### config.mk
export PLATFORM = sky130hd
export DESIGN_NAME = rtc_timeout
export DESIGN_NICKNAME = d
export VERILOG_FILES = /design/src/rtc_pkg.sv /design/src/rtc_cnt_if.sv /design/src/rtc_timeout.sv /design/src/rtc_counter.sv
export SDC_FILE = /design/constraint.sdc
export NUM_CORES = 1
export LEC_CHECK = 0
export BUFFER_PORTS_ARGS = -buffer_cell sky130_fd_sc_hd__clkbuf_2
export CAP_MARGIN = 20
export CORE_ASPECT_RATIO = 1.75
export CORE_MARGIN = 2
export CORE_UTILIZATION = 40
export DETAILED_ROUTE_END_ITERATION = 6
export MAX_ROUTING_LAYER = met4
export SYNTH_ARGS = -nofsm -noshare
export SYNTH_HDL_FRONTEND = slang
export SYNTH_HIERARCHICAL = 1
export SYNTH_SLANG_ARGS = --single-unit
### constraint.sdc
create_clock -name clk -period 1.85 [get_ports clk]
set_input_delay 0.0925 -clock clk [delete_from_list [all_inputs] [get_ports clk]]
set_output_delay 0.0925 -clock clk [all_outputs]
set_load 0.02 [all_outputs]
### src/rtc_pkg.sv
// Constants, encodings and register map for the receive-timeout counter block.
// Assumes a single 50 MHz clock domain and a simple strobe register port.
// Overview of operation
// - Timeout mode ignores ordinary start/stop commands
// - Char load: stop, reload divisor, restart
// - Expiry before next char sets ready flag
// - Mask bit 3 gates ready onto interrupt
// - Char after expiry restarts, clears ready
// - Command upper nibble A enables timeout
// - Enable clears ready, holds counter stopped
// - Command upper nibble C disables timeout
// - Two counter operations, mode dependent behaviour
// - Sixteen-bit down counter loaded from divisors
// - One active-low interrupt from unmasked events
package rtc_pkg;
	// Register offsets on the 4-bit address port
	localparam logic [3:0] RTC_ADDR_MODE = 4'h0;
	localparam logic [3:0] RTC_ADDR_CMD = 4'h2;
	localparam logic [3:0] RTC_ADDR_MASK = 4'h4;
	localparam logic [3:0] RTC_ADDR_STATUS = 4'h5;
	localparam logic [3:0] RTC_ADDR_DIV_HI = 4'h6;
	localparam logic [3:0] RTC_ADDR_DIV_LO = 4'h7;
	localparam logic [3:0] RTC_ADDR_START = 4'hE;
	localparam logic [3:0] RTC_ADDR_STOP = 4'hF;
	// Field positions
	localparam int RTC_BIT_RXCHAR = 0;
	localparam int RTC_BIT_READY = 3;
	localparam int RTC_BIT_TIMER = 0;
	localparam int RTC_BIT_TOMODE = 6;
	localparam int RTC_BIT_RUN = 7;
	// Valid status and mask bits
	localparam logic [7:0] RTC_EVENT_MASK = 8'h09;
	// Command opcodes in the upper nibble
	localparam logic [3:0] RTC_CMD_TO_ON = 4'hA;
	localparam logic [3:0] RTC_CMD_TO_OFF = 4'hC;
	// Reset values
	localparam logic [7:0] RTC_RST_DIV_HI = 8'h00;
	localparam logic [7:0] RTC_RST_DIV_LO = 8'h00;
	localparam logic [7:0] RTC_RST_MASK = 8'h00;
	localparam logic [15:0] RTC_RST_COUNT = 16'hFFFF;
	// Timeout sequencing states
	typedef enum logic [3:0] {
		RTC_TO_IDLE = 4'b0001,
		RTC_TO_LOAD = 4'b0010,
		RTC_TO_RUN = 4'b0100,
		RTC_TO_OFF = 4'b1000
	} rtc_to_state_t;
endpackage

### src/rtc_cnt_if.sv
// Interface joining the control logic to the 16-bit counter core.
// Assumes both ends share one clock; all fields come from flip-flops.
`timescale 1ns/1ps
`default_nettype none
interface rtc_cnt_if;
	logic load; // Pulse: copy divisor into counter
	logic run; // Level: counter decrements while high
	logic timer; // Level: square-wave timer behaviour
	logic [15:0] divisor; // Reload value
	logic [15:0] count; // Present count
	logic expire; // Pulse: counter finished a count
	modport ctl (output load, output run, output timer, output divisor, input count, input expire);
	modport core (input load, input run, input timer, input divisor, output count, output expire);
endinterface
`default_nettype wire

### src/rtc_timeout.sv
// Top of the receive-timeout counter: register port, mode control,
// receiver strobe synchroniser, interrupt status and mask.
// Assumes a toggle from the receiver's clock domain marks each queue load.
`timescale 1ns/1ps
`default_nettype none
module rtc_timeout (
	input wire logic clk,
	input wire logic nrst,
	input wire logic [3:0] addr,
	input wire logic [7:0] wdata,
	input wire logic wr,
	input wire logic rd,
	output logic [7:0] rdata,
	input wire logic rx_load_toggle,
	output logic irq_out_n,
	output logic timeout_active
);
	import rtc_pkg::*;

	rtc_cnt_if cnt_bus (); // Link to the counter core

	logic [7:0] divisor_high_reg_r; // Upper divisor byte
	logic [7:0] divisor_low_reg_r; // Lower divisor byte
	logic [7:0] irq_mask_reg_r; // Interrupt mask
	logic [7:0] irq_status_reg_r; // Sticky event bits
	logic timer_mode_r; // Ordinary mode: 1 timer, 0 counter
	logic to_mode_r; // Receive-timeout mode active
	rtc_to_state_t to_state_r; // Timeout sequencer
	logic load_r; // Load pulse to the core
	logic run_r; // Run level to the core
	logic [7:0] rdata_r; // Read data, valid one cycle after rd
	logic irq_out_n_r; // Interrupt output flop
	logic sync1_r; // First synchroniser stage
	logic sync2_r; // Second synchroniser stage
	logic sync3_r; // Edge reference
	logic rx_char; // One-cycle pulse per received character
	logic cmd_wr; // Command register write
	logic to_on; // Timeout enable command
	logic to_off; // Timeout disable command
	logic start_cmd; // Ordinary start command
	logic stop_cmd; // Ordinary stop command
	logic [7:0] status_w1c; // Bits software clears this cycle
	logic [7:0] status_set; // Bits hardware sets this cycle
	logic ready_hw_clr; // Hardware clears of the ready flag

	// Register address decode, shared by write and read paths
	function automatic logic hit(input logic [3:0] a, input logic [3:0] ref_a);
		hit = (a == ref_a);
	endfunction

	rtc_counter u_counter (
		.clk(clk),
		.nrst(nrst),
		.cnt(cnt_bus.core)
	);

	assign cnt_bus.load = load_r;
	assign cnt_bus.run = run_r;
	assign cnt_bus.timer = to_mode_r ? 1'b0 : timer_mode_r;
	assign cnt_bus.divisor = {divisor_high_reg_r, divisor_low_reg_r};

	assign rdata = rdata_r;
	assign irq_out_n = irq_out_n_r;
	assign timeout_active = to_mode_r;

	// Command decode; only the upper nibble matters, lower is don't-care
	assign cmd_wr = wr && hit(addr, RTC_ADDR_CMD);
	assign to_on = cmd_wr && wdata[7:4] == RTC_CMD_TO_ON;
	assign to_off = cmd_wr && wdata[7:4] == RTC_CMD_TO_OFF;
	// Start and stop are read-address commands, dead in timeout mode
	assign start_cmd = rd && hit(addr, RTC_ADDR_START) && !to_mode_r;
	assign stop_cmd = rd && hit(addr, RTC_ADDR_STOP) && !to_mode_r;

	// Receiver strobe crossing: two flops, then edge detect on the second
	always_ff @(posedge clk or negedge nrst) begin
		if (!nrst) begin
			sync1_r <= 1'b0;
			sync2_r <= 1'b0;
			sync3_r <= 1'b0;
		end else begin
			sync1_r <= rx_load_toggle;
			sync2_r <= sync1_r;
			sync3_r <= sync2_r;
		end
	end
	assign rx_char = sync2_r ^ sync3_r;

	// Divisor registers; written in any mode, used at next load
	always_ff @(posedge clk or negedge nrst) begin
		if (!nrst) begin
			divisor_high_reg_r <= RTC_RST_DIV_HI;
			divisor_low_reg_r <= RTC_RST_DIV_LO;
		end else if (wr) begin
			if (hit(addr, RTC_ADDR_DIV_HI)) begin
				divisor_high_reg_r <= wdata;
			end
			if (hit(addr, RTC_ADDR_DIV_LO)) begin
				divisor_low_reg_r <= wdata;
			end
		end
	end

	// Mode register: only the timer/counter choice is writable
	always_ff @(posedge clk or negedge nrst) begin
		if (!nrst) begin
			timer_mode_r <= 1'b0;
		end else if (wr && hit(addr, RTC_ADDR_MODE)) begin
			timer_mode_r <= wdata[RTC_BIT_TIMER];
		end
	end

	// Interrupt mask; unused bits are held at zero
	always_ff @(posedge clk or negedge nrst) begin
		if (!nrst) begin
			irq_mask_reg_r <= RTC_RST_MASK;
		end else if (wr && hit(addr, RTC_ADDR_MASK)) begin
			irq_mask_reg_r <= wdata & RTC_EVENT_MASK;
		end
	end

	// Timeout mode flag
	always_ff @(posedge clk or negedge nrst) begin
		if (!nrst) begin
			to_mode_r <= 1'b0;
		end else if (to_on) begin
			to_mode_r <= 1'b1;
		end else if (to_off) begin
			to_mode_r <= 1'b0;
		end
	end

	// Timeout sequencer: a character stops the count for one clock,
	// reloads the divisor, and resumes on the clock after
	always_ff @(posedge clk or negedge nrst) begin
		if (!nrst) begin
			to_state_r <= RTC_TO_OFF;
		end else if (to_on) begin
			to_state_r <= RTC_TO_IDLE;
		end else if (to_off) begin
			to_state_r <= RTC_TO_OFF;
		end else begin
			unique case (to_state_r)
				RTC_TO_OFF: begin
					to_state_r <= RTC_TO_OFF;
				end
				RTC_TO_IDLE: begin
					// Held stopped until the first character arrives
					if (rx_char) begin
						to_state_r <= RTC_TO_LOAD;
					end
				end
				RTC_TO_LOAD: begin
					to_state_r <= RTC_TO_RUN;
				end
				RTC_TO_RUN: begin
					// A new character, even after expiry, restarts the count
					if (rx_char) begin
						to_state_r <= RTC_TO_LOAD;
					end
				end
			endcase
		end
	end

	// Load pulse: ordinary start always reloads; timeout reloads in LOAD
	always_ff @(posedge clk or negedge nrst) begin
		if (!nrst) begin
			load_r <= 1'b0;
		end else begin
			load_r <= start_cmd || (to_mode_r && !to_off && to_state_r == RTC_TO_LOAD);
		end
	end

	// Run level for the core
	always_ff @(posedge clk or negedge nrst) begin
		if (!nrst) begin
			run_r <= 1'b0;
		end else if (to_on || to_off) begin
			// Enable holds the count still; disable leaves it for start
			run_r <= 1'b0;
		end else if (to_mode_r) begin
			if (rx_char) begin
				run_r <= 1'b0;
			end else if (to_state_r == RTC_TO_LOAD) begin
				run_r <= 1'b1;
			end
		end else if (start_cmd) begin
			run_r <= 1'b1;
		end else if (stop_cmd) begin
			run_r <= 1'b0;
		end
	end

	// Sticky status: hardware set wins over any clear in the same cycle
	assign status_set = {4'h0, cnt_bus.expire, 2'b00, rx_char} & RTC_EVENT_MASK;
	assign status_w1c = (wr && hit(addr, RTC_ADDR_STATUS)) ? wdata : 8'h00;
	// Ready also drops on stop, on timeout enable, and on a character
	// in timeout mode, since that character restarts the count
	assign ready_hw_clr = stop_cmd || to_on || (to_mode_r && rx_char);

	always_ff @(posedge clk or negedge nrst) begin
		if (!nrst) begin
			irq_status_reg_r <= 8'h00;
		end else begin
			irq_status_reg_r <= ((irq_status_reg_r & ~status_w1c) & ~({4'h0, ready_hw_clr, 3'b000}))
				| status_set;
		end
	end

	// Active-low interrupt, high while nothing unmasked is pending;
	// a late character can withdraw it before the host reads status
	always_ff @(posedge clk or negedge nrst) begin
		if (!nrst) begin
			irq_out_n_r <= 1'b1;
		end else begin
			irq_out_n_r <= ~|(irq_status_reg_r & irq_mask_reg_r);
		end
	end

	// Read data: counter and timeout modes show the live count, timer mode the divisor
	always_ff @(posedge clk or negedge nrst) begin
		if (!nrst) begin
			rdata_r <= 8'h00;
		end else if (rd) begin
			unique case (addr)
				RTC_ADDR_MODE: begin
					rdata_r <= {run_r, to_mode_r, 5'b00000, timer_mode_r};
				end
				RTC_ADDR_MASK: begin
					rdata_r <= irq_mask_reg_r;
				end
				RTC_ADDR_STATUS: begin
					rdata_r <= irq_status_reg_r;
				end
				RTC_ADDR_DIV_HI: begin
					rdata_r <= cnt_bus.timer ? divisor_high_reg_r : cnt_bus.count[15:8];
				end
				RTC_ADDR_DIV_LO: begin
					rdata_r <= cnt_bus.timer ? divisor_low_reg_r : cnt_bus.count[7:0];
				end
				default: begin
					// Commands, write-only and unmapped offsets read zero
					rdata_r <= 8'h00;
				end
			endcase
		end else begin
			rdata_r <= 8'h00;
		end
	end
endmodule
`default_nettype wire

### src/rtc_counter.sv
// Sixteen-bit down counter with counter and timer behaviours.
// Assumes load and run come from flops of the same clock domain.
`timescale 1ns/1ps
`default_nettype none
module rtc_counter (
	input wire logic clk,
	input wire logic nrst,
	rtc_cnt_if.core cnt
);
	import rtc_pkg::*;

	logic [15:0] count_r; // Working count
	logic wave_r; // Timer output level
	logic expire_r; // Registered expiry pulse

	assign cnt.count = count_r;
	assign cnt.expire = expire_r;

	// Count down; load wins over counting so a restart is always clean
	always_ff @(posedge clk or negedge nrst) begin
		if (!nrst) begin
			count_r <= RTC_RST_COUNT;
		end else if (cnt.load) begin
			count_r <= cnt.divisor;
		end else if (cnt.run) begin
			if (count_r == 16'h0000 && cnt.timer) begin
				count_r <= cnt.divisor;
			end else begin
				count_r <= count_r - 16'h0001;
			end
		end
	end

	// Timer output toggles each half period; counter mode drops it once
	always_ff @(posedge clk or negedge nrst) begin
		if (!nrst) begin
			wave_r <= 1'b1;
		end else if (cnt.load) begin
			wave_r <= 1'b1;
		end else if (cnt.run && count_r == 16'h0000) begin
			wave_r <= cnt.timer ? ~wave_r : 1'b0;
		end
	end

	// Ready event on the output's fall only, so rollover stays silent
	always_ff @(posedge clk or negedge nrst) begin
		if (!nrst) begin
			expire_r <= 1'b0;
		end else begin
			expire_r <= cnt.run && !cnt.load && count_r == 16'h0000 && wave_r;
		end
	end
endmodule
`default_nettype wire

After elaboration in Yosys (flattened, before gate mapping):

Cells that the tools add are included.

* register bits: 64
* latch bits: 0
* RAM bits: 0
* memory bits (read-only): 0
* output and inout port bits: 10
* logic and storage cells: 102
* memories kept: 0

* add/subtract/negate cells: 1
* multiply operators: 0
* div/mod/pow operators: 0
* $lt $le $gt $ge: 0
* eq/ne operators: 15
* shift-type cells: 0
* muxes and demuxes: 24
* bitwise gates (word level): 8
* reductions and logical operators: 37

Operators by type and width (number)
* $mux 16: 3
* $pmux 8 s5: 1
* $mux 8: 4
* $eq 4x3->1 const B: 5
* $eq 4x4->1 const B: 5
* $logic_and 1x1->1: 18
* $and 8x8->8: 2
* $logic_not 16->1: 1
* $sub 16x1->16 const B: 1
* $mux 1: 12
* $mux 4: 3
* $pmux 4 s3: 1
* $and 8x4->8: 1
* $eq 4x2->1 const B: 2
* $ne 4x1->1 const B: 2
* $not 4->8: 1
* $not 8->8: 1
* $or 8x4->8: 1
* $reduce_or 8->1: 1
* $reduce_and 2->1: 3
* $reduce_bool 2->1: 3
* $eq 4x1->1 const B: 1
* $logic_not 1->1: 4
* $logic_not 4->1: 1
* other kinds (5): 8

Longest topological paths before layout:

Gate-level depths: netlist of run 1.

* depth in word-level cells: 8
* depth in mapped cells: 9
* gate-level depth less buffers: 6

By module:

The synthesis of run 1 kept the hierarchy.

By module, submodules not included
* rtc_timeout: times used 1, cells an instance 189, area an instance 2298.5 µm², sequential area each 1153.6 µm²
* rtc_counter: times used 1, cells an instance 145, area an instance 1330.0 µm², sequential area each 471.7 µm²

Worst setup path before layout of run 1:

No wires, ideal clock.

* path type: flip-flop to flip-flop
* start: reg to_mode_r, in the netlist timeout_active
* end: reg u_counter.count_r[1], in the netlist u_counter/cnt.count[1]
* setup time: 0.083 ns
* arrival time: 1.964 ns
* data required time: 1.767 ns
* setup slack: -0.197 ns
* stages on the path, launching flop included: 9
* buffers on the path: 2
* clock period less this slack: 2.047 ns
* cells stage by stage: dfrtp_1 > nand2b_1 > buf_6 > buf_12 > inv_1 > nor4bb_1 > nand4_1 > nor3b_1 > a221o_1

* longest elaborated chain between the ends: 5

Ends and longest elaborated chain
* start, declared: line rtc_timeout.sv:27 `logic to_mode_r;`
* start signal, assigned: line rtc_timeout.sv:124 `to_mode_r <= 1'b0;`
* start signal, assigned: line rtc_timeout.sv:126 `to_mode_r <= 1'b1;`
* start signal, assigned: line rtc_timeout.sv:128 `to_mode_r <= 1'b0;`
* $mux 1: line rtc_timeout.sv:59 `assign cnt_bus.timer = to_mode_r ? 1'b0 : timer_mode_r;`
* net cnt_bus.timer: line rtc_cnt_if.sv:8 `logic timer;`
* $logic_and 1x1->1: line rtc_counter.sv:26 `if (count_r == 16'h0000 && cnt.timer) begin`
* $mux 16: line rtc_counter.sv:26
* $mux 16: line rtc_counter.sv:25 `end else if (cnt.run) begin`
* $mux 16: line rtc_counter.sv:23 `end else if (cnt.load) begin`
* end signal, assigned: line rtc_counter.sv:24 `count_r <= cnt.divisor;`
* end signal, assigned: line rtc_counter.sv:27 `count_r <= cnt.divisor;`
* end signal, assigned: line rtc_counter.sv:29 `count_r <= count_r - 16'h0001;`
* end, declared: line rtc_counter.sv:12 `logic [15:0] count_r;`

The timed path passes the listed nets, and every way through them passes these cells. The select of a mux whose other input is x is not followed.
A chain may end at the register's enable or synchronous reset.

Worst setup path in the final report of run 1:

* start: reg u_counter.count_r[1], in the netlist u_counter/cnt.count[1]
* end: reg u_counter.count_r[15], in the netlist u_counter/cnt.count[15]

* longest elaborated chain between the ends: 5

Ends and longest elaborated chain (line)
* branches (longest 2 deep; another with $sub 16x1->16)
* $mux 16 (*): rtc_counter.sv:26
* $mux 16 (*): rtc_counter.sv:25
* $mux 16 (*): rtc_counter.sv:23

Every way passes the cells marked *. The select of a mux whose other input is x is not followed.

==> results of run 1 <==
-- repair_timing --
| item | in CTS | in global routing |
|---|---|---|
| pin swaps | 2 | 2 |
| cloned | 0 | 0 |
| hold buffers | 4 | 0 |
| gates resized for setup | 1 | 6 |
| setup buffers | 3 | 0 |
| endpoints found under the hold margin | 48 | 0 |
| setup endpoints to repair | 7 | 7 |
-- cell type report --
cell class | instances | share of cell area [%]
clock buffer | 9 | 4.98
clock inverter | 7 | 1.05
inverter | 16 | 1.38
multi-input combinational | 239 | 41.8
sequential | 64 | 36.0
tap | 120 | 3.32
timing repair buffer | 75 | 11.5
-- critical path: cells and delay by family, from the launching register on --
kind / cells / cell delay [ns]
and+or+nand+nor: 2 / 0.36
buffers and inverters: 2 / 0.23
AOI/OAI and AO/OA: 2 / 0.45
DFF: 1 / 0.53
adders and majority gates: 1 / 0.17
-- power by group --
| group | internal, mW | leakage, nW | total [mW] | switching (mW) |
|---|---|---|---|---|
| clock network | 0.904 | 0.132 | 1.55 | 0.644 |
| logic | 0.709 | 1.09 | 1.45 | 0.745 |
| registers | 1.74 | 0.780 | 2.03 | 0.292 |
| total | 3.35 | 2.00 | 5.03 | 1.68 |
-- synth_stat cells (5+ instances only) --
cell type | count | area share, %
sky130_fd_sc_hd__dfrtp_1 | 45 | 31
sky130_fd_sc_hd__mux2_2 | 20 | 6.2
sky130_fd_sc_hd__dfstp_2 | 19 | 14
sky130_fd_sc_hd__nand2_1 | 19 | 2.0
sky130_fd_sc_hd__nor2_1 | 19 | 2.0
sky130_fd_sc_hd__mux2i_1 | 18 | 5.0
sky130_fd_sc_hd__inv_1 | 16 | 1.7
sky130_fd_sc_hd__nand3_1 | 13 | 1.8
sky130_fd_sc_hd__a21oi_1 | 10 | 1.4
sky130_fd_sc_hd__nor2b_1 | 9 | 1.6
sky130_fd_sc_hd__o22a_1 | 7 | 1.7
sky130_fd_sc_hd__a21boi_0 | 6 | 1.2
sky130_fd_sc_hd__nor3_1 | 6 | 0.83
sky130_fd_sc_hd__o21ai_0 | 6 | 0.83
sky130_fd_sc_hd__a31oi_1 | 5 | 0.86
sky130_fd_sc_hd__nand2b_1 | 5 | 0.86
sky130_fd_sc_hd__nand4_1 | 5 | 0.86
sky130_fd_sc_hd__xor2_1 | 5 | 1.2
-- placed cells by master, fill, tap and decap left out, types with 3 or more instances in the layout --
| cell | count |
|---|---|
| sky130_fd_sc_hd__nor4_1 | 4 |
| sky130_fd_sc_hd__nand2_1 | 19 |
| sky130_fd_sc_hd__nand3_1 | 13 |
| sky130_fd_sc_hd__o211ai_1 | 3 |
| sky130_fd_sc_hd__or3_1 | 3 |
| sky130_fd_sc_hd__clkbuf_16 | 9 |
| sky130_fd_sc_hd__dlygate4sd3_1 | 4 |
| sky130_fd_sc_hd__buf_4 | 44 |
| sky130_fd_sc_hd__nand4_1 | 5 |
| sky130_fd_sc_hd__inv_1 | 14 |
| sky130_fd_sc_hd__a21boi_0 | 6 |
| sky130_fd_sc_hd__clkbuf_2 | 25 |
| sky130_fd_sc_hd__and4b_1 | 4 |
| sky130_fd_sc_hd__mux2i_1 | 18 |
| sky130_fd_sc_hd__nor3_1 | 6 |
| sky130_fd_sc_hd__a21o_1 | 3 |
| sky130_fd_sc_hd__o22a_1 | 7 |
| sky130_fd_sc_hd__nor2b_1 | 9 |
| sky130_fd_sc_hd__o21ai_0 | 6 |
| sky130_fd_sc_hd__a221o_1 | 4 |
| sky130_fd_sc_hd__dfrtp_1 | 44 |
| sky130_fd_sc_hd__dfstp_2 | 19 |
| sky130_fd_sc_hd__mux2_2 | 20 |
| sky130_fd_sc_hd__a41oi_1 | 3 |
| sky130_fd_sc_hd__a22o_1 | 3 |
| sky130_fd_sc_hd__and2_1 | 4 |
| sky130_fd_sc_hd__a2bb2oi_1 | 4 |
| sky130_fd_sc_hd__a31oi_1 | 4 |
| sky130_fd_sc_hd__a21oi_1 | 10 |
| sky130_fd_sc_hd__xor2_1 | 5 |
| sky130_fd_sc_hd__nor2_1 | 19 |
| sky130_fd_sc_hd__nand2b_1 | 4 |
| sky130_fd_sc_hd__clkinv_2 | 3 |
-- cell families (layout without fill, tap and decap cells) --
group / Yosys count / after routing / share of synthesized area, %
AND/OR/NAND/NOR: 115 / 115 / 20.6
adder cells (fa/ha/maj): 1 / 1 / 0.345
multiplexers: 38 / 38 / 11.2
AO/OA/AOI/OAI: 79 / 79 / 16.9
XOR/XNOR: 6 / 6 / 1.45
flip-flops: 64 / 64 / 44.8
buffers and inverters: 31 / 107 / 4.79
-- stage by stage --
stage	setup TNS [ns]	power, mW	utilization (%)	area (um2)
2_1_floorplan	-0.0400	2.80	-	3660
3_3_place_gp	0	3.40	46.5	4150
3_5_place_dp	-0.0514	3.40	46.5	4150
4_1_cts	0	4.99	50.3	4490
5_1_grt	-0.0403	5.25	50.7	4520
6_report	0	5.03	50.7	4520
-- how the worst max path moves through the flow --
stage          depth (start not counted)              startpoint                       to  slack, ns
2_1_floorplan                          8          timeout_active   u_counter/cnt.count[1]      -0.04
3_3_place_gp                           7  u_counter/cnt.count[0]   u_counter/cnt.count[0]       0.02
3_5_place_dp                           7  u_counter/cnt.count[0]   u_counter/cnt.count[0]      -0.02
4_1_cts                                7  u_counter/cnt.count[0]   u_counter/cnt.count[0]       0.01
5_1_grt                                7  u_counter/cnt.count[1]  u_counter/cnt.count[15]      -0.02
6_report                               7  u_counter/cnt.count[1]  u_counter/cnt.count[15]       0.03
-- state kept, by name, indices dropped and copies added (netlist names), 2 cells and up --
name                 count
divisor_high_reg_r       8
divisor_low_reg_r        8
irq_mask_reg_r           2
irq_status_reg_r         8
rdata                    8
to_state_r               4
u_counter/cnt.count     16
-- per-layer routing --
metal  share of wire [%]  track usage, %  vias to the layer above
met1                  35            22.7                     1499
met4                 5.7            15.7                        0
met2                  56            43.6                      114
li1                    -               -                     1417
met5                   0               -                        -
met3                 3.1            3.60                       39
==> results by group, run 1 <==
Logic synthesis
  – Post-synthesis cell count: 334
  – Yosys Warn Count: 6
  – Number of synthesized flops with an enable pin: 0
  – Post-synthesis net count: 352
  – FFs w/ async S/R, synth: 100%
  – Mapped Avg Cell Area: 10.9 um2
  – Part of the Yosys area used for sequential elements: 44.8%
  – Top_reg_cell synth: sky130_fd_sc_hd__dfrtp_1
  – Area of the mapped netlist: 3630 um2
  – Flop and latch count out of synthesis: 64
  – Distinct cell type count of the synthesized netlist: 70

Drt
  – Detailed-routing iteration count for the pre-antenna-repair pass: 5
  – Total via count after detailed routing: 3069
  – Number of DRC markers after the initial detailed-route iteration: 254
  – Vias per cell: 5.79
  – Remaining antenna violation count: 0
  – Detailed Route WL: 10.8 mm
  – Drc violations: 0
  – Detailed-route wire length per cell: 20.4 um

Timing
  – Setup repair after global routing missed its margin: true
  – Setup skew after layout: 0.00665 ns
  – Pin slew with the least headroom to its limit: 0.805 ns
  – Final period utilization: 98.4%
  – Final count of pins violating max slew: 0
  – Setup-failing EPs final: 0
  – Worst slew margin relative to its limit: 46.0%
  – Maximum achievable frequency: 0.549 GHz
  – Post-layout worst setup margin: 0.0294 ns
  – Final min period: 1.82 ns
  – Final Hold Violating Endpoints: 0
  – Final hold slack: 0.0299 ns

Worst hold path
  – Cell count of the worst hold path: 2
  – Worst hold path type: input port to register
  – Launch instance of the worst min-delay path: wdata[7]
  – Worst hold path endpoint: irq_status_reg_r[7]

Clocking
  – CTS H-Tree Depth: 3
  – CTS tree: yes
  – Clk_lat worst skew: 0.33 ns
  – Clock transition at the registers of the reported paths: 0.06 ns
  – Number of clock sinks: 64
  – Total CTS buffers: 9
  – Root buf cell: sky130_fd_sc_hd__clkbuf_16
  – Clock buffer depth: 2

Final layout
  – # fillers: 795
  – Fraction of final layout cells sized beyond drive strength 1: 37.3%
  – Number of nets in the layout: 423
  – ANT cells: 0
  – Area growth from synthesis to layout: 24.6%
  – Sequential cell area: 1630 um2
  – Combined area of the multi-input logic cells: 1890 um2
  – Non-Filler Instances: 530

Floorplanning
  – Die height: 130 um
  – I/O Pins: 27
  – Core area: 8920 um2
  – Die Span X: 76.0 um
  – Number of cell rows: 46
  – Initial Utilization: 40.7%
  – Die Footprint: 9880 um2

Outcome
  – Result of the run: finished, final reports clean

Setup path
  – Kind of start point of the critical path: register
  – Cell-by-cell listing of the critical path: inv_1 -> ha_4 -> nor4bb_2 -> nand4_1 -> o21ai_1 -> buf_4 -> a221o_1
  – Kind of capture point of the worst setup path: register
  – Largest fanout on the critical path: 6
  – CP max stage delay: 0.53 ns
  – Worst endpoint required time: 2.11 ns
  – Setup slack, reg-to-reg: 0.03 ns
  – Slowest stage cell on the critical path: sky130_fd_sc_hd__dfstp_2
  – Critical register-to-register path startpoint: u_counter/cnt.count[1]
  – Critical Path AT: 2.08 ns
  – Endpoint of the worst register-to-register path: u_counter/cnt.count[15]
  – Crit path kind: register to register
  – R2r worst-path depth: 7

Power
  – Leakage: 2.00 nW
  – Power per unit of standard cell area: 1110 nW/um2
  – Worst IR drop on VDD: 694 uV

Placement
  – RePlAce Congestion: 0.936
  – Placed Instances: 507
  – HPWL reported at the end of detailed placement: 8.31 mm
  – IO Port Bufs: 26
  – Post-place setup slack: -0.0219 ns

Global route
  – Global route overflow: 0
  – Number of antenna violations at the first check in global routing: 0
  – Largest net degree at the start of global routing: 65
  – Aggregate global-route resource usage: 23.6%
  – Wire length of the first global-routing pass: 17.0 mm
  – Number of global-route vias before repair: 3094

Job
  – Reported max-cap violation count: 0
(Power assumes the default switching activity.)
==> inputs of run 2 (changes only) <==
--- a/config.mk
+++ b/config.mk
@@ -5,7 +5,7 @@
 export SDC_FILE = /design/constraint.sdc
 export NUM_CORES = 1
 export LEC_CHECK = 0
-export BUFFER_PORTS_ARGS = -buffer_cell sky130_fd_sc_hd__clkbuf_2
+export BUFFER_PORTS_ARGS = -buffer_cell sky130_fd_sc_hd__buf_4
 export CAP_MARGIN = 20
 export CORE_ASPECT_RATIO = 1.75
 export CORE_MARGIN = 2
==> results by group, run 2 (same netlist as run 1, synthesis figures left out) <==
Outcome
  – Result of the run: finished, final reports clean

Power
  – Seq pwr share: 39.1% (-1.2 points)
  – Cell-internal power: 3.56 mW (+6.2%)
  – Leakage: 1.98 nW (-0.84%)
  – Switching portion of total power: 31.0% (-2.4 points)
  – Power spent charging and discharging nets: 1.60 mW (-4.7%)
  – Combinational fraction of design power: 25.6% (-3.3 points)
  – Worst IR drop on VDD: 619 uV (-11%)
  – Total power: 5.16 mW (+2.6%)
  – Power per unit of standard cell area: 1130 nW/um2 (+1.7%)
  – Clock share of power: 35.3% (+4.5 points)

Floorplanning
  – I/O Pins: 27 (unchanged)
  – Die Footprint: 9880 um2 (unchanged)
  – Initial Utilization: 40.7% (unchanged)
  – Number of cell rows: 46 (unchanged)
  – Die Span X: 76.0 um (unchanged)
  – Die height: 130 um (unchanged)
  – Core area: 8920 um2 (unchanged)

Timing
  – Final hold slack: 0.0252 ns (-0.00465 ns)
  – Setup-failing EPs final: 0 (unchanged)
  – Setup skew after layout: 0.00533 ns (-0.00132 ns)
  – Setup TNS: 0 ns (unchanged)
  – Worst slew margin relative to its limit: 66.3% (+20 points)
  – Maximum achievable frequency: 0.544 GHz (-0.95%)
  – Final period utilization: 99.4% (+0.95 points)
  – Final min period: 1.84 ns (+0.0176 ns)
  – Final Hold Violating Endpoints: 0 (unchanged)
  – Final count of pins violating max slew: 0 (unchanged)
  – Setup repair after global routing missed its margin: true
  – Pin slew with the least headroom to its limit: 0.499 ns (-0.305 ns)
  – Post-layout worst setup margin: 0.0119 ns (-0.0176 ns)

Placement
  – Post-place setup slack: -0.0430 ns (-0.0211 ns)
  – Post-place instance area: 4130 um2 (-0.54%)
  – Placed Instances: 497 (-2.0%)
  – IO Port Bufs: 26 (unchanged)
  – HPWL reported at the end of detailed placement: 7.78 mm (-6.4%)
  – RePlAce Congestion: 0.903 (-3.6%)

Clocking
  – CTS H-Tree Depth: 3 (unchanged)
  – Clk_lat worst skew: 0.34 ns (about the same)
  – Number of clock sinks: 64 (unchanged)
  – Total CTS buffers: 9 (unchanged)
  – Clock buffer depth: 2 (unchanged)
  – CTS tree: yes
  – Clock transition at the registers of the reported paths: 0.06 ns (about the same)
  – Root buf cell: sky130_fd_sc_hd__clkbuf_16

Final layout
  – Post-Layout Inst Area: 4560 um2 (+0.86%)
  – Non-Filler Instances: 521 (-1.7%)
  – Area growth from synthesis to layout: 25.7%
  – Leading cell type in the layout, fill and taps excluded: sky130_fd_sc_hd__buf_4
  – Commonest cells after routing, fill and taps aside: sky130_fd_sc_hd__buf_4, sky130_fd_sc_hd__dfrtp_1, sky130_fd_sc_hd__mux2_2
  – Number of nets in the layout: 414 (-2.1%)
  – Number of flip-flops in the largest register: 16 (unchanged)
  – ANT cells: 0 (unchanged)
  – Fraction of final layout cells sized beyond drive strength 1: 35.4% (-1.9 points)
  – Final cell utilization of the core: 51.1% (+0.43 points)

Drt
  – Detailed-route wire length per cell: 19.6 um (-3.7%)
  – Vias per cell: 5.73 (-1.1%)
  – Detailed Route WL: 10.2 mm (-5.3%)
  – Drc violations: 0 (unchanged)
  – Total via count after detailed routing: 2983 (-2.8%)
  – Remaining antenna violation count: 0 (unchanged)
  – Number of DRC markers after the initial detailed-route iteration: 195 (-23%)
  – Detailed-routing iteration count for the pre-antenna-repair pass: 4 (-1)

Global route
  – Wire length of the first global-routing pass: 16.7 mm (-2.0%)
  – Global route overflow: 0 (unchanged)
  – Number of global-route vias before repair: 3206 (+3.6%)
  – Number of antenna violations at the first check in global routing: 0 (unchanged)
  – Largest net degree at the start of global routing: 36 (-45%)
  – Aggregate global-route resource usage: 22.9% (-0.62 points)

Setup path
  – Kind of start point of the critical path: register
  – Cell-by-cell listing of the critical path: or4_4 -> nor2_4 -> buf_6 -> a21o_1 -> o221ai_1
  – Crit path kind: register to register
  – Crit path buf inv count: 1 (-1)
  – Kind of cell adding the most delay to the critical path: simple AND/OR/NAND/NOR gates
  – Slowest stage cell on the critical path: sky130_fd_sc_hd__or4_4
  – CP max stage delay: 0.59 ns (+0.06 ns)
  – Critical Path AT: 2.08 ns (about the same)
  – Kind of capture point of the worst setup path: register
  – Largest fanout on the critical path: 8 (+2)
  – Worst endpoint required time: 2.10 ns (about the same)

Job
  – Reported max-cap violation count: 0 (unchanged)

Worst hold path
  – Worst hold path type: input port to register
==> run 2: changes by cell type in the layout (fill, tap and decap cells not counted), moves of 2 or more <==
cell                            change
sky130_fd_sc_hd__clkbuf_2          -25
sky130_fd_sc_hd__dlygate4sd3_1      +2
sky130_fd_sc_hd__bufinv_16          +2
sky130_fd_sc_hd__clkinv_2           -3
sky130_fd_sc_hd__buf_4             +15
sky130_fd_sc_hd__nor4_2             +2
==> run 2: what timing repair did <==
action / 4_1_cts / 5_1_grt
buffers inserted: 0 / 2
hold buffers: 6 / 0
endpoints found under the hold margin: 32 / 0
resized for setup: 4 / 4
pin swaps: 0 / 3
endpoints found under the setup margin: 5 / 11
cloned: 0 / 0
==> run 2: area by class of cell <==
type | instances | area [um2]
clock buffers | 10 | 229
clock inverters | 6 | 92.6
fillers | 819 | 4360
inverters | 16 | 62.6
multi-input cells | 239 | 1890
flip-flops and latches | 64 | 1630
well taps | 120 | 150
repair buffers | 66 | 514
==> run 2: routing by layer <==
metal | vias up | wire [um] | global-route usage (%)
met1 | 1481 | 3700 | 22.2
met4 | 0 | 573 | 15.2
met5 | - | 0 | -
met2 | 81 | 5580 | 41.9
met3 | 39 | 358 | 4.22
li1 | 1382 | - | -
==> run 2: final timing paths <==
check,from,cells after the start,end,slack (ns)
worst max-delay path,u_counter/cnt.count[8],5,u_counter/cnt.count[13],0.01
worst min-delay path,wdata[5],2,irq_status_reg_r[5],0.03
worst min register to register,sync1_r,0,sync2_r,0.35
max in group asynchronous,nrst,3,u_counter/cnt.count[12],0.94
min in group asynchronous,nrst,2,divisor_high_reg_r[3],0.25
worst max register to register,u_counter/cnt.count[8],5,u_counter/cnt.count[13],0.01
==> run 2: power by group through the flow <==
stage               clock (mW)  combinational (mW)  sequential [mW]
detailed placement           0                1.27             2.03
finish                    1.82                1.32             2.02
global route              1.92                1.42             2.06
CTS                       1.85                1.30             2.01
global placement             0                1.26             2.02
floorplan                    0               0.817             1.99
